<file path="src/verilog/dacie_defines.svh">
// register map, field positions and reset values of the dac interrupt
// enable pair; included by the design and the bench by bare name
`ifndef DACIE_DEFINES_SVH
`define DACIE_DEFINES_SVH

// register indices; byte address is four times the index
`define DACIE_IDX_CLR      8'h04
`define DACIE_IDX_SET      8'h05
`define DACIE_IDX_FLAG     8'h06

// field positions inside the enable and flag registers
`define DACIE_BIT_UNDERRUN 0
`define DACIE_BIT_EMPTY    1

// reset values
`define DACIE_IE_RST       2'h0
`define DACIE_FLAG_RST     2'h0
`define DACIE_RDATA_RST    32'h0000_0000

`endif

</file>
<file path="src/verilog/dacie_pkg.sv">
// types shared by the dac interrupt enable pair and its bench
// assumes nothing of its surroundings
`default_nettype none

package dacie_pkg;

  // ahb-lite transfer type
  typedef enum logic [1:0] {
    DACIE_IDLE   = 2'b00,
    DACIE_BUSY   = 2'b01,
    DACIE_NONSEQ = 2'b10,
    DACIE_SEQ    = 2'b11
  } dacie_htrans_t;

  // two interrupt sources, one bit each
  typedef logic [1:0] dacie_irq_vec_t;

endpackage : dacie_pkg

`default_nettype wire

</file>
<file path="src/verilog/dacie_top.sv">
// interrupt enable set/clear pair of a dac, with its flag register and
// the single interrupt line, reached as an ahb-lite slave
// assumes one clock, a synchronous low reset and event pulses one cycle long
//
// The AHB-Lite register port was chosen for this implementation.
`default_nettype none

`include "dacie_defines.svh"

module dacie_top
  import dacie_pkg::*;
(
  // clock and reset
  input  wire logic        i_mclk,
  input  wire logic        i_rst_n,
  // ahb-lite slave
  input  wire logic        i_hsel,
  input  wire logic [31:0] i_haddr,
  input  wire logic [1:0]  i_htrans,
  input  wire logic        i_hwrite,
  input  wire logic [2:0]  i_hsize,
  input  wire logic [31:0] i_hwdata,
  input  wire logic        i_hready,
  output logic             o_hreadyout,
  output logic             o_hresp,
  output logic [31:0]      o_hrdata,
  // interrupt sources and request
  input  wire logic        i_evt_empty,
  input  wire logic        i_evt_underrun,
  output logic             o_irq
);

  // ----------------------------------------------------------------
  // address phase decode
  // ----------------------------------------------------------------
  logic           acc;
  logic           addr_ok;
  logic [7:0]     addr_idx;
  dacie_htrans_t  trans;

  assign trans    = dacie_htrans_t'(i_htrans);
  assign addr_idx = i_haddr[9:2];
  assign addr_ok  = (i_haddr[31:10] == 22'h00_0000) &&
                    (i_haddr[1:0] == 2'h0);
  // whole-word singles only; hsize is not checked, narrower writes
  // still act on the low lanes of hwdata
  assign acc = i_hsel && i_hready && trans[1];

  // ----------------------------------------------------------------
  // state
  // ----------------------------------------------------------------
  dacie_irq_vec_t ie;
  dacie_irq_vec_t flag;
  logic           wr_pend;
  logic [7:0]     wr_idx;
  logic           rd_pend;
  logic [7:0]     rd_idx;
  logic [31:0]    hrdata;
  logic           irq;

  dacie_irq_vec_t next_ie;
  dacie_irq_vec_t next_flag;
  logic           next_wr_pend;
  logic [7:0]     next_wr_idx;
  logic           next_rd_pend;
  logic [7:0]     next_rd_idx;
  logic [31:0]    next_hrdata;
  logic           next_irq;

  dacie_irq_vec_t evt;
  dacie_irq_vec_t set_mask;
  dacie_irq_vec_t clr_mask;
  dacie_irq_vec_t rd_clr;

  assign evt[`DACIE_BIT_EMPTY]    = i_evt_empty;
  assign evt[`DACIE_BIT_UNDERRUN] = i_evt_underrun;

  // ----------------------------------------------------------------
  // enable store and flags
  // ----------------------------------------------------------------
  // one copy of the enable and flag logic per interrupt source
  for (genvar g = 0; g < 2; g++) begin : g_src
    always_comb begin
      // one store behind both registers; set and clear sit at separate
      // addresses, so they can never collide in one cycle
      next_ie[g]   = (ie[g] | set_mask[g]) & ~clr_mask[g];
      // an event in the cycle of a clearing read wins, so none is lost
      next_flag[g] = (flag[g] & ~rd_clr[g]) | evt[g];
    end
  end

  // ----------------------------------------------------------------
  // bus pipeline: address phase captured, data phase acted on
  // ----------------------------------------------------------------
  // the slave never stalls, so each data phase lasts exactly one cycle
  // and a write lands at the edge that ends it
  always_comb begin
    next_wr_pend = acc && i_hwrite && addr_ok;
    next_wr_idx  = addr_idx;
    next_rd_pend = acc && !i_hwrite;
    next_rd_idx  = addr_ok ? addr_idx : 8'hFF;
    set_mask     = 2'h0;
    clr_mask     = 2'h0;
    // writes take effect in the data phase, where hwdata stands
    if (wr_pend && wr_idx == `DACIE_IDX_SET) begin
      set_mask = i_hwdata[1:0];
    end
    if (wr_pend && wr_idx == `DACIE_IDX_CLR) begin
      clr_mask = i_hwdata[1:0];
    end
    // a flag read clears in the address phase; its data is taken first
    rd_clr = (next_rd_pend && next_rd_idx == `DACIE_IDX_FLAG) ?
             2'h3 : 2'h0;
  end

  // ----------------------------------------------------------------
  // read data and request
  // ----------------------------------------------------------------
  // read data built from the next enables so that a write just ahead
  // of the read is already seen
  always_comb begin
    unique case (next_rd_idx)
      `DACIE_IDX_SET,
      `DACIE_IDX_CLR:  next_hrdata = {30'h0000_0000, next_ie};
      `DACIE_IDX_FLAG: next_hrdata = {30'h0000_0000, flag};
      default:         next_hrdata = 32'h0000_0000;
    endcase
    if (!next_rd_pend) begin
      next_hrdata = 32'h0000_0000;
    end
    // registered request follows next flags and enables
    next_irq = |(next_flag & next_ie);
  end

  always_ff @(posedge i_mclk) begin
    if (!i_rst_n) begin
      ie          <= `DACIE_IE_RST;
      flag        <= `DACIE_FLAG_RST;
      wr_pend     <= 1'b0;
      wr_idx      <= 8'h00;
      rd_pend     <= 1'b0;
      rd_idx      <= 8'h00;
      hrdata      <= `DACIE_RDATA_RST;
      irq         <= 1'b0;
      o_hreadyout <= 1'b0;
    end else begin
      ie          <= next_ie;
      flag        <= next_flag;
      wr_pend     <= next_wr_pend;
      wr_idx      <= next_wr_idx;
      rd_pend     <= next_rd_pend;
      rd_idx      <= next_rd_idx;
      hrdata      <= next_hrdata;
      irq         <= next_irq;
      // zero wait states; low during reset and in the first cycle after it
      o_hreadyout <= 1'b1;
    end
  end

  // ----------------------------------------------------------------
  // outputs
  // ----------------------------------------------------------------
  assign o_hrdata = hrdata;
  assign o_irq    = irq;

  always_ff @(posedge i_mclk) begin
    // every answer is okay, unmapped addresses included
    o_hresp <= 1'b0;
  end

  // ----------------------------------------------------------------
  // assertions
  // ----------------------------------------------------------------
  logic set_wr;
  logic clr_wr;
  assign set_wr = wr_pend && wr_idx == `DACIE_IDX_SET;
  assign clr_wr = wr_pend && wr_idx == `DACIE_IDX_CLR;
endmodule : dacie_top

`default_nettype wire

</file>
<file path="config.mk">
export PLATFORM = sky130hd
export DESIGN_NAME = dacie_top
export DESIGN_NICKNAME = d
export VERILOG_FILES = /design/src/verilog/dacie_pkg.sv /design/src/verilog/dacie_top.sv
export VERILOG_INCLUDE_DIRS = /design/src /design/src/verilog
export SDC_FILE = /design/constraint.sdc
export NUM_CORES = 1
export LEC_CHECK = 0
export BUFFER_PORTS_ARGS = -buffer_cell sky130_fd_sc_hd__clkbuf_2
export CAP_MARGIN = 40
export CORE_UTILIZATION = 35
export DETAILED_ROUTE_END_ITERATION = 12
export PLACE_DENSITY = 0.84
export SYNTH_ARGS = -nofsm -noshare
export SYNTH_HDL_FRONTEND = slang
export SYNTH_SLANG_ARGS = --single-unit
export TNS_END_PERCENT = 1
</file>
<file path="constraint.sdc">
create_clock -name i_mclk -period 3.1 [get_ports i_mclk]
set_clock_uncertainty 0.1 [all_clocks]
set_input_delay 0.62 -clock i_mclk [delete_from_list [all_inputs] [get_ports i_mclk]]
set_output_delay 0.62 -clock i_mclk [all_outputs]
set_load 0.02 [all_outputs]
</file>
==> run_results.csv, run 1 <==
group,metric,value,unit
yosys,yosysMostFrequentCell,"buf_4",
yosys,yosysWarningCount,0,
clocking,clock_latency,0.29,ns
timing,clock.fmax,0.549,GHz
worst_setup_path,worstSetupStartpoint,"i_haddr[6]",
final_layout,antenna_cells,0,
final_layout,syn_to_final_growth,17.4,%
clocking,h-tree-depth,1,
floorplanning,die_w,54.1,um
clocking,cts_root_buffer,"clkbuf_4",
place,port_buffers,45,
power,ir_worst_vdd,228,uV
timing,fin_crit,1.82,ns
power,p_leak,0.573,nW
clocking,hold_buffers,0,
yosys,synth_area,951,um^2
run_status,status,"complete, no violations",
yosys,synth_top_family_by_area,"simple AND/OR/NAND/NOR gates",
yosys,synth-compound-area-share,10.7,%
worst_setup_path,r2r_setup_slack,1.47,ns
timing,setup_tns,0,ns
yosys,postSynthCellCount,101,
global_route,grt_pass1_wl,2360,um
timing,period_share,58.7,%
routing,firstDrtPassIters,4,
worst_setup_path,critical_path_arrival,1.90,ns
floorplanning,die-area,2930,um^2
yosys,yosysTopAreaCell,"dfxtp_1",
clocking,cts.sinks,17,
worst_setup_path,cp_slowest_stage_delay,0.54,ns
clocking,cts_buffer_depth,2,
min_path,hp-start,"flag[1]",
worst_setup_path,worstSetupPathType,"input pin to register",
yosys,ys.flop_type,"dfxtp_1",
yosys,synth_edf_count,0,
timing,hold_viol,0,
timing,setup_viol_count_final,0,
worst_setup_path,path_cells,"clkbuf_2, or4_4, nor4b_4, and4bb_1, o22ai_1",
final_layout,fill_cells,256,
power,power,0.000425,W
worst_setup_path,endpoint_kind,"register",
routing,routed_wl,1710,um
worst_setup_path,r2r-end,"o_hrdata[1]",
worst_setup_path,required,3.18,ns
global_route,grt_overflow,0,
floorplanning,io_pins,111,
min_path,holdCritPathClass,"register to register",
worst_setup_path,path_max_fanout,4,
timing,rsz0062_at_grt,"no",
floorplanning,core,2520,um^2
worst_setup_path,r2r_cells,4,
worst_setup_path,critPathSlowestCell,"or4_4",
yosys,synth_commonest_cells,"31 x buf_4, 17 x dfxtp_1, 8 x and2_1",
place,gp_congestion,0.864,
power,pwr_density_cell,381,nW/um^2
routing,final_antenna_net_count,0,
clocking,tritoncts,"done",
routing,routedWlPerCell,9.59,um
yosys,synthTopCellsByArea,"dfxtp_1 36%, buf_4 24%, and2_1 5.3%",
yosys,seq_area_frac_synth,35.8,%
timing,maxSlewViolCount,0,
routing,drt-initial-drc-count,7,
clocking,cts.repair.resized,0,
final_layout,drive_above_1_share,38.5,%
routing,drc,0,
routing,via_per_inst,4.42,
yosys,synth_xor_area_share,0,%
place,dp_hpwl,1440,um
clocking,numCtsBuffers,3,
worst_setup_path,timing.rr.start,"wr_idx[4]",
yosys,syn_avg_cell_area,9.41,um^2
clocking,cts_setup_buffers,0,
min_path,min_to,"o_hrdata[1]",
floorplanning,rows,18,
global_route,grt_max_degree,17,
yosys,synth.area.mux_share,0,%
yosys,synth_top_area_share,35.8,%
floorplanning,die_h,54.1,um
worst_setup_path,cp-start-kind,"input pin",
global_route,grt_usage,11.9,%
yosys,yosysUniqueCellTypes,34,
yosys,synth_adder_area_share,0,%
floorplanning,start_util,37.7,%
yosys,yosys.area_share.simple,27.5,%
min_path,whs_path_depth,2,
yosys,synth_seq_cells,17,
yosys,ys_async_sr_fraction,0,%
routing,vias,786,
final_layout,seq_area,340,um^2
global_route,grt_antenna_before_repair,0,
final_layout,layout.nets,225,
flow_run,maxCapViolCount,0,
final_layout,multi_input_area,479,um^2
global_route,grt_pass1_vias,602,
clocking,clkTransAtPathRegs,0.10,ns
[worst max-delay path by stage]
stage / cells past startpoint / slack [ns] / end
final: 5 / 1.28 / o_irq
after global routing: 5 / 1.24 / o_irq
after CTS: 5 / 1.27 / o_irq
after detailed placement: 5 / 0.96 / o_irq
after global placement: 5 / 0.96 / o_irq
after floorplan: 4 / 1.16 / o_irq
[logic make-up after synthesis]
| group | after synthesis |
|---|---|
| compound gates | 13 |
| simple gates | 36 |
| flops | 17 |
| buf+inv | 34 |
| other cells | 1 |
[area by class of cell]
| class | count | share of cell area [%] |
|---|---|---|
| tap | 30 | 3.36 |
| multi-input combinational | 80 | 42.9 |
| clock buffer | 4 | 2.35 |
| inverter | 2 | 0.673 |
| timing repair buffer | 45 | 20.2 |
| sequential | 17 | 30.5 |
[per-layer routing]
metal | track usage (%) | routed length, um | vias up
li1 | - | - | 386
met1 | 11.0 | 601 | 348
met2 | 22.6 | 909 | 52
met3 | 2.82 | 196 | 0
met4 | 7.69 | 0 | 0
met5 | 0 | 0 | -
[cells in the final DEF (no fill, tap or decap), types with 2 or more instances in the layout]
| cell type | instances |
|---|---|
| clkbuf_4 | 3 |
| inv_1 | 2 |
| clkbuf_2 | 45 |
| o21ai_0 | 2 |
| and4bb_2 | 2 |
| conb_1 | 31 |
| and2_1 | 8 |
| dfxtp_1 | 17 |
| o21bai_1 | 2 |
| nand2_1 | 2 |
| nand4_1 | 2 |
| nor4_1 | 5 |
| nor2_1 | 5 |
[report_power, final]
group	switching, W	internal, W
clock network	0.0000655	0.0000500
registers	0.00000270	0.000226
logic	0.0000525	0.0000277
total	0.000121	0.000304
[critical path: cells and delay by family]
family / cells / cell delay [ns]
AO/OA/AOI/OAI: 1 / 0.09
buffers and inverters: 1 / 0.09
AND/OR/NAND/NOR: 3 / 1.10
[flip-flops by register name, summed over array words and instances, names as in the netlist]
name         count
ie               2
o_hreadyout      1
flag             2
o_hrdata         2
o_irq            1
wr_pend          1
wr_idx           8
[through the flow]
stage	worst slack, ns	instances	hold WS [ns]	utilization [%]	instance area (um^2)
floorplan	1.16	131	0.352	-	1060
global placement	0.960	174	0.366	43.2	1090
detailed placement	0.955	174	0.373	43.2	1090
CTS	1.27	178	0.386	44.2	1120
global route	1.24	178	0.399	44.2	1120
finish	1.28	178	0.382	44.2	1120
No activity file was read; power rests on OpenSTA's default activity.
==> inputs of run 2 (changes only) <==
--- a/config.mk
+++ b/config.mk
@@ -8,9 +8,9 @@
 export LEC_CHECK = 0
 export BUFFER_PORTS_ARGS = -buffer_cell sky130_fd_sc_hd__clkbuf_2
 export CAP_MARGIN = 40
-export CORE_UTILIZATION = 35
+export CORE_UTILIZATION = 33
 export DETAILED_ROUTE_END_ITERATION = 12
-export PLACE_DENSITY = 0.84
+export PLACE_DENSITY = 0.8
 export SYNTH_ARGS = -nofsm -noshare
 export SYNTH_HDL_FRONTEND = slang
 export SYNTH_SLANG_ARGS = --single-unit
==> constraint.sdc (replaced) <==
create_clock -name i_mclk -period 1.9 [get_ports i_mclk]
set_clock_uncertainty 0.1 [all_clocks]
set_input_delay 0.38 -clock i_mclk [delete_from_list [all_inputs] [get_ports i_mclk]]
set_output_delay 0.38 -clock i_mclk [all_outputs]
set_load 0.02 [all_outputs]
==> run 2 against run 1 <==
  * Cell count increased by 1.1%
  * Clock power increased by 56%
  * Critical path depth unchanged
  * Wire length decreased by 4.0%
  * Via count decreased by 2.2%
  * Utilization decreased by 3.1 points
  * Global-route usage decreased by 0.97 points
  * Non-clock buffer count increased by 1
  * Register-to-register slack got worse by 1.1 ns
  * Combinational power increased by 65%
  * Critical endpoint unchanged
  * Largest cell class unchanged
==> run_results.csv, run 2 (synthesis results as in run 1) <==
group,metric,value,unit
run_status,status,"complete, no violations",
min_path,holdCritPathClass,"input pin to register",
final_layout,syn_to_final_growth,18.4,%
final_layout,largest_reg_flops,8,
power,power,0.000687,W
place,dp_cells,176,
routing,routed_wl,1640,um
power,p_sw,0.000192,W
global_route,grt_pass1_vias,685,
worst_setup_path,path_max_fanout,4,
place,port_buffers,45,
global_route,grt_usage,10.9,%
worst_setup_path,timing.rr.start,"wr_idx[4]",
timing,hold_viol,0,
power,ir_worst_vdd,408,uV
place,pre_cts_ws,-0.0122,ns
worst_setup_path,path_depth,5,
global_route,grt_use_met2,20.8,%
final_layout,fin_cells,180,
worst_setup_path,cp_num_buf_inv,1,
place,placed_cell_area,1100,um^2
worst_setup_path,endpoint,"o_irq",
worst_setup_path,crit_family,"simple AND/OR/NAND/NOR gates",
worst_setup_path,cp_slowest_stage_delay,0.54,ns
clocking,h-tree-depth,1,
floorplanning,die_h,55.7,um
power,seqPwrFrac,54.4,%
timing,rsz0062_at_grt,"no",
floorplanning,core,2730,um^2
routing,routedWlPerCell,9.11,um
worst_setup_path,endpoint_kind,"register",
floorplanning,io_pins,111,
global_route,grt_antenna_before_repair,0,
place,dp_hpwl,1450,um
worst_setup_path,critPathSlowestCell,"or4_4",
final_layout,regMostFlops,"wr_idx",
timing,maxSlewViolCount,0,
worst_setup_path,worstSetupStartpoint,"i_haddr[6]",
clocking,cts.sinks,17,
timing,period_share,85.2,%
routing,drc,0,
worst_setup_path,path_cells,"clkbuf_2, or4_4, nor4b_4, and4bb_1, o22ai_1",
worst_setup_path,r2r_cells,4,
final_layout,mostFrequentLayoutCell,"clkbuf_2",
final_layout,layout.nets,226,
global_route,grt_pass1_wl,2660,um
clocking,cts_buffer_depth,2,
clocking,cts.repair.resized,0,
clocking,cts_setup_buffers,0,
worst_setup_path,r2r-end,"o_hrdata[1]",
clocking,tritoncts,"done",
clocking,cts_root_buffer,"clkbuf_4",
final_layout,antenna_cells,0,
clocking,clock_latency,0.28,ns
routing,vias,769,
floorplanning,die-area,3100,um^2
power,pwr_density_cell,610,nW/um^2
global_route,grt_max_degree,17,
power,clkPwrFrac,26.3,%
timing,setup_ws,0.282,ns
worst_setup_path,critical_path_arrival,1.69,ns
worst_setup_path,r2r_setup_slack,0.41,ns
flow_run,maxCapViolCount,0,
final_layout,drive_above_1_share,39.6,%
final_layout,fill_cells,281,
floorplanning,rows,19,
global_route,grt_overflow,0,
worst_setup_path,worstSetupPathType,"input pin to register",
worst_setup_path,cp-start-kind,"input pin",
clocking,clkTransAtPathRegs,0.09,ns
routing,firstDrtPassIters,2,
place,gp_congestion,0.800,
floorplanning,start_util,34.8,%
final_layout,multi_input_area,479,um^2
clocking,hold_buffers,0,
timing,hold_ws,0.210,ns
routing,final_antenna_net_count,0,
timing,clock.fmax,0.618,GHz
routing,drt-initial-drc-count,10,
worst_setup_path,required,1.97,ns
floorplanning,die_w,55.7,um
power,p_leak,0.581,nW
global_route,top_usage_layer,"met2",
global_route,met3_usage,2.09,%
power,power_frac_comb,19.3,%
power,intPower,0.000495,W
final_layout,seq_area,340,um^2
power,p_sw_share,28.0,%
final_layout,fin_area,1130,um^2
timing,setup_viol_count_final,0,
clocking,numCtsBuffers,3,
final_layout,final_cell_mix,"45 x clkbuf_2, 31 x conb_1, 17 x dfxtp_1",
routing,via_per_inst,4.27,
timing,fin_crit,1.62,ns
global_route,grt_use_met1,11.2,%
[run 2: cell types whose count changed in the layout (fill, tap and decap cells not counted), sizes merged]
cell / before / now
clkbuf: 49 / 48
clkinv: 0 / 1
buf: 0 / 1
[run 2: layout make-up]
type / instances / area share (%)
Sequential cell: 17 / 30.2
Clock buffer: 3 / 2.00
Clock inverter: 1 / 0.444
Multi-Input combinational cell: 80 / 42.6
Timing Repair Buffer: 46 / 20.7
Inverter: 2 / 0.667
Tap cell: 31 / 3.44
[run 2: power by group through the flow]
stage / Sequential [W] / Clock [W] / Combinational (W)
2_1_floorplan: 0.000382 / 0 / 0.000126
3_3_place_gp: 0.000382 / 0 / 0.000131
6_report: 0.000374 / 0.000181 / 0.000132
4_1_cts: 0.000374 / 0.000193 / 0.000132
5_1_grt: 0.000375 / 0.000208 / 0.000144
3_5_place_dp: 0.000382 / 0 / 0.000132
[run 2: per-layer routing]
| metal | up-vias | routed length (um) | part of all wire [%] |
|---|---|---|---|
| met3 | 2 | 184 | 11 |
| li1 | 388 | - | - |
| met1 | 328 | 584 | 36 |
| met2 | 51 | 857 | 52 |
| met5 | - | 0 | 0 |
| met4 | 0 | 13 | 0.79 |
[run 2: worst min-delay path by stage]
stage | from | cells past startpoint | endpoint
floorplan | i_rst_n | 0 | o_hreadyout
global placement | flag[1] | 2 | o_hrdata[1]
detailed placement | flag[1] | 2 | o_hrdata[1]
CTS | i_haddr[4] | 2 | wr_idx[2]
global route | i_haddr[4] | 2 | wr_idx[2]
finish | i_haddr[4] | 2 | wr_idx[2]
[run 2: stage by stage]
step                      util (%)  TNS [ns]
after CTS                     41.2         0
after floorplan                  -         0
after global routing          41.2         0
after detailed placement      40.2   -0.0122
after global placement        40.2  -0.00151
final                         41.2         0
==> inputs of run 3 (changes only) <==
--- a/config.mk
+++ b/config.mk
@@ -10,7 +10,7 @@
 export CAP_MARGIN = 40
 export CORE_UTILIZATION = 33
 export DETAILED_ROUTE_END_ITERATION = 12
-export PLACE_DENSITY = 0.8
+export PLACE_DENSITY = 0.79
 export SYNTH_ARGS = -nofsm -noshare
 export SYNTH_HDL_FRONTEND = slang
 export SYNTH_SLANG_ARGS = --single-unit
==> run 3 against run 2 <==
  * Design area unchanged
  * Critical path type unchanged
  * Worst hold slack worse by 0.0019 ns
  * Cell count unchanged
  * Fmax up 0.48%
  * Sequential share of layout area unchanged
  * Wire length down 5.2%
  * Clock-buffer cell count unchanged
  * Clock power about the same
==> run_results.csv, run 3 (synthesis results as in run 1) <==
group,metric,value,unit
final_layout,final_cell_mix,"45 x clkbuf_2, 31 x conb_1, 17 x dfxtp_1",
worst_setup_path,cp_slowest_stage_delay,0.54,ns
final_layout,mostFrequentLayoutCell,"clkbuf_2",
power,intPower,0.000495,W
power,power,0.000689,W
timing,rsz0062_at_grt,"no",
timing,maxSlewViolCount,0,
routing,drt-initial-drc-count,11,
place,placed_cell_area,1100,um^2
power,seqPwrFrac,54.3,%
final_layout,regMostFlops,"wr_idx",
clocking,h-tree-depth,1,
routing,drc,0,
power,p_sw_share,28.2,%
floorplanning,io_pins,111,
clocking,tritoncts,"done",
place,port_buffers,45,
final_layout,antenna_cells,0,
worst_setup_path,path_cells,"clkbuf_2, or4_4, nor4b_4, and4bb_1, o22ai_1",
clocking,cts.sinks,17,
clocking,hold_buffers,0,
global_route,met3_usage,1.40,%
floorplanning,die_h,55.7,um
global_route,grt_max_degree,17,
global_route,grt_use_met2,18.9,%
flow_run,maxCapViolCount,0,
power,ir_worst_vdd,436,uV
floorplanning,die-area,3100,um^2
routing,vias,788,
routing,firstDrtPassIters,4,
timing,hold_ws,0.208,ns
global_route,top_usage_layer,"met2",
global_route,grt_usage,10.6,%
floorplanning,die_w,55.7,um
clocking,cts_root_buffer,"clkbuf_4",
global_route,grt_overflow,0,
routing,final_antenna_net_count,0,
global_route,grt_pass1_vias,703,
worst_setup_path,endpoint_kind,"register",
worst_setup_path,critPathSlowestCell,"or4_4",
worst_setup_path,worstSetupPathType,"input pin to register",
worst_setup_path,path_max_fanout,4,
timing,period_share,84.8,%
floorplanning,start_util,34.8,%
clocking,numCtsBuffers,3,
clocking,clkTransAtPathRegs,0.10,ns
worst_setup_path,critical_path_arrival,1.68,ns
min_path,holdCritPathClass,"input pin to register",
global_route,grt_antenna_before_repair,0,
run_status,status,"complete, no violations",
clocking,clock_latency,0.28,ns
final_layout,fill_cells,269,
final_layout,largest_reg_flops,8,
routing,routed_wl,1550,um
final_layout,fin_area,1130,um^2
power,p_sw,0.000194,W
timing,setup_viol_count_final,0,
power,pwr_density_cell,612,nW/um^2
routing,routedWlPerCell,8.63,um
timing,fin_crit,1.61,ns
power,power_frac_comb,19.1,%
final_layout,layout.nets,226,
worst_setup_path,cp-start-kind,"input pin",
routing,via_per_inst,4.38,
timing,clock.fmax,0.621,GHz
clocking,cts_buffer_depth,2,
timing,hold_viol,0,
final_layout,syn_to_final_growth,18.4,%
place,gp_congestion,0.817,
place,dp_hpwl,1370,um
power,p_leak,0.581,nW
global_route,grt_pass1_wl,2620,um
final_layout,final_util,41.2,%
floorplanning,rows,19,
clocking,cts_setup_buffers,0,
floorplanning,core,2730,um^2
global_route,grt_use_met1,11.9,%
final_layout,drive_above_1_share,39.6,%
worst_setup_path,required,1.97,ns
power,clkPwrFrac,26.6,%
clocking,cts.repair.resized,0,
run 3: through the flow:
step	TNS, ns	worst slack, ns	std cells
3_5_place_dp	0	0.00766	176
5_1_grt	0	0.234	180
3_3_place_gp	-0.00392	-0.00392	176
4_1_cts	0	0.308	180
6_report	0	0.290	180
2_1_floorplan	0	0.203	131
run 3: power groups by stage:
| stage | Clock, W | Combinational, W | Sequential, W |
|---|---|---|---|
| floorplan | 0 | 0.000126 | 0.000382 |
| global placement | 0 | 0.000131 | 0.000382 |
| detailed placement | 0 | 0.000131 | 0.000382 |
| CTS | 0.000191 | 0.000132 | 0.000374 |
| global route | 0.000203 | 0.000145 | 0.000375 |
| finish | 0.000183 | 0.000132 | 0.000374 |
run 3: final timing paths:
kind,from,end,slack [ns],cells past startpoint
max,i_haddr[6],o_irq,0.29,5
min,i_haddr[4],wr_idx[2],0.21,2
max reg2reg,wr_idx[4],o_hrdata[1],0.40,4
min reg2reg,flag[1],o_hrdata[1],0.38,2
run 3: final cells by class:
cell class / count / area (um^2) / area share (%)
clock buffers: 3 / 22.5 / 2.00
clock inverters: 1 / 5.00 / 0.444
inverters: 2 / 7.51 / 0.667
multi-input cells: 80 / 479 / 42.6
flip-flops and latches: 17 / 340 / 30.2
well taps: 31 / 38.8 / 3.44
repair buffers: 46 / 233 / 20.7
run 3: worst max-delay path, delay by kind of cell:
kind / cells / cell delay [ns]
buffers and inverters: 1 / 0.09
AOI/OAI and AO/OA: 1 / 0.09
and+or+nand+nor: 3 / 1.12
run 3: metal layers:
metal	part of all wire [%]	routed length, um	up-vias
met1	38	588	345
met3	12	187	2
met5	0	0	-
met4	0.90	14	0
met2	49	763	51
li1	-	-	390
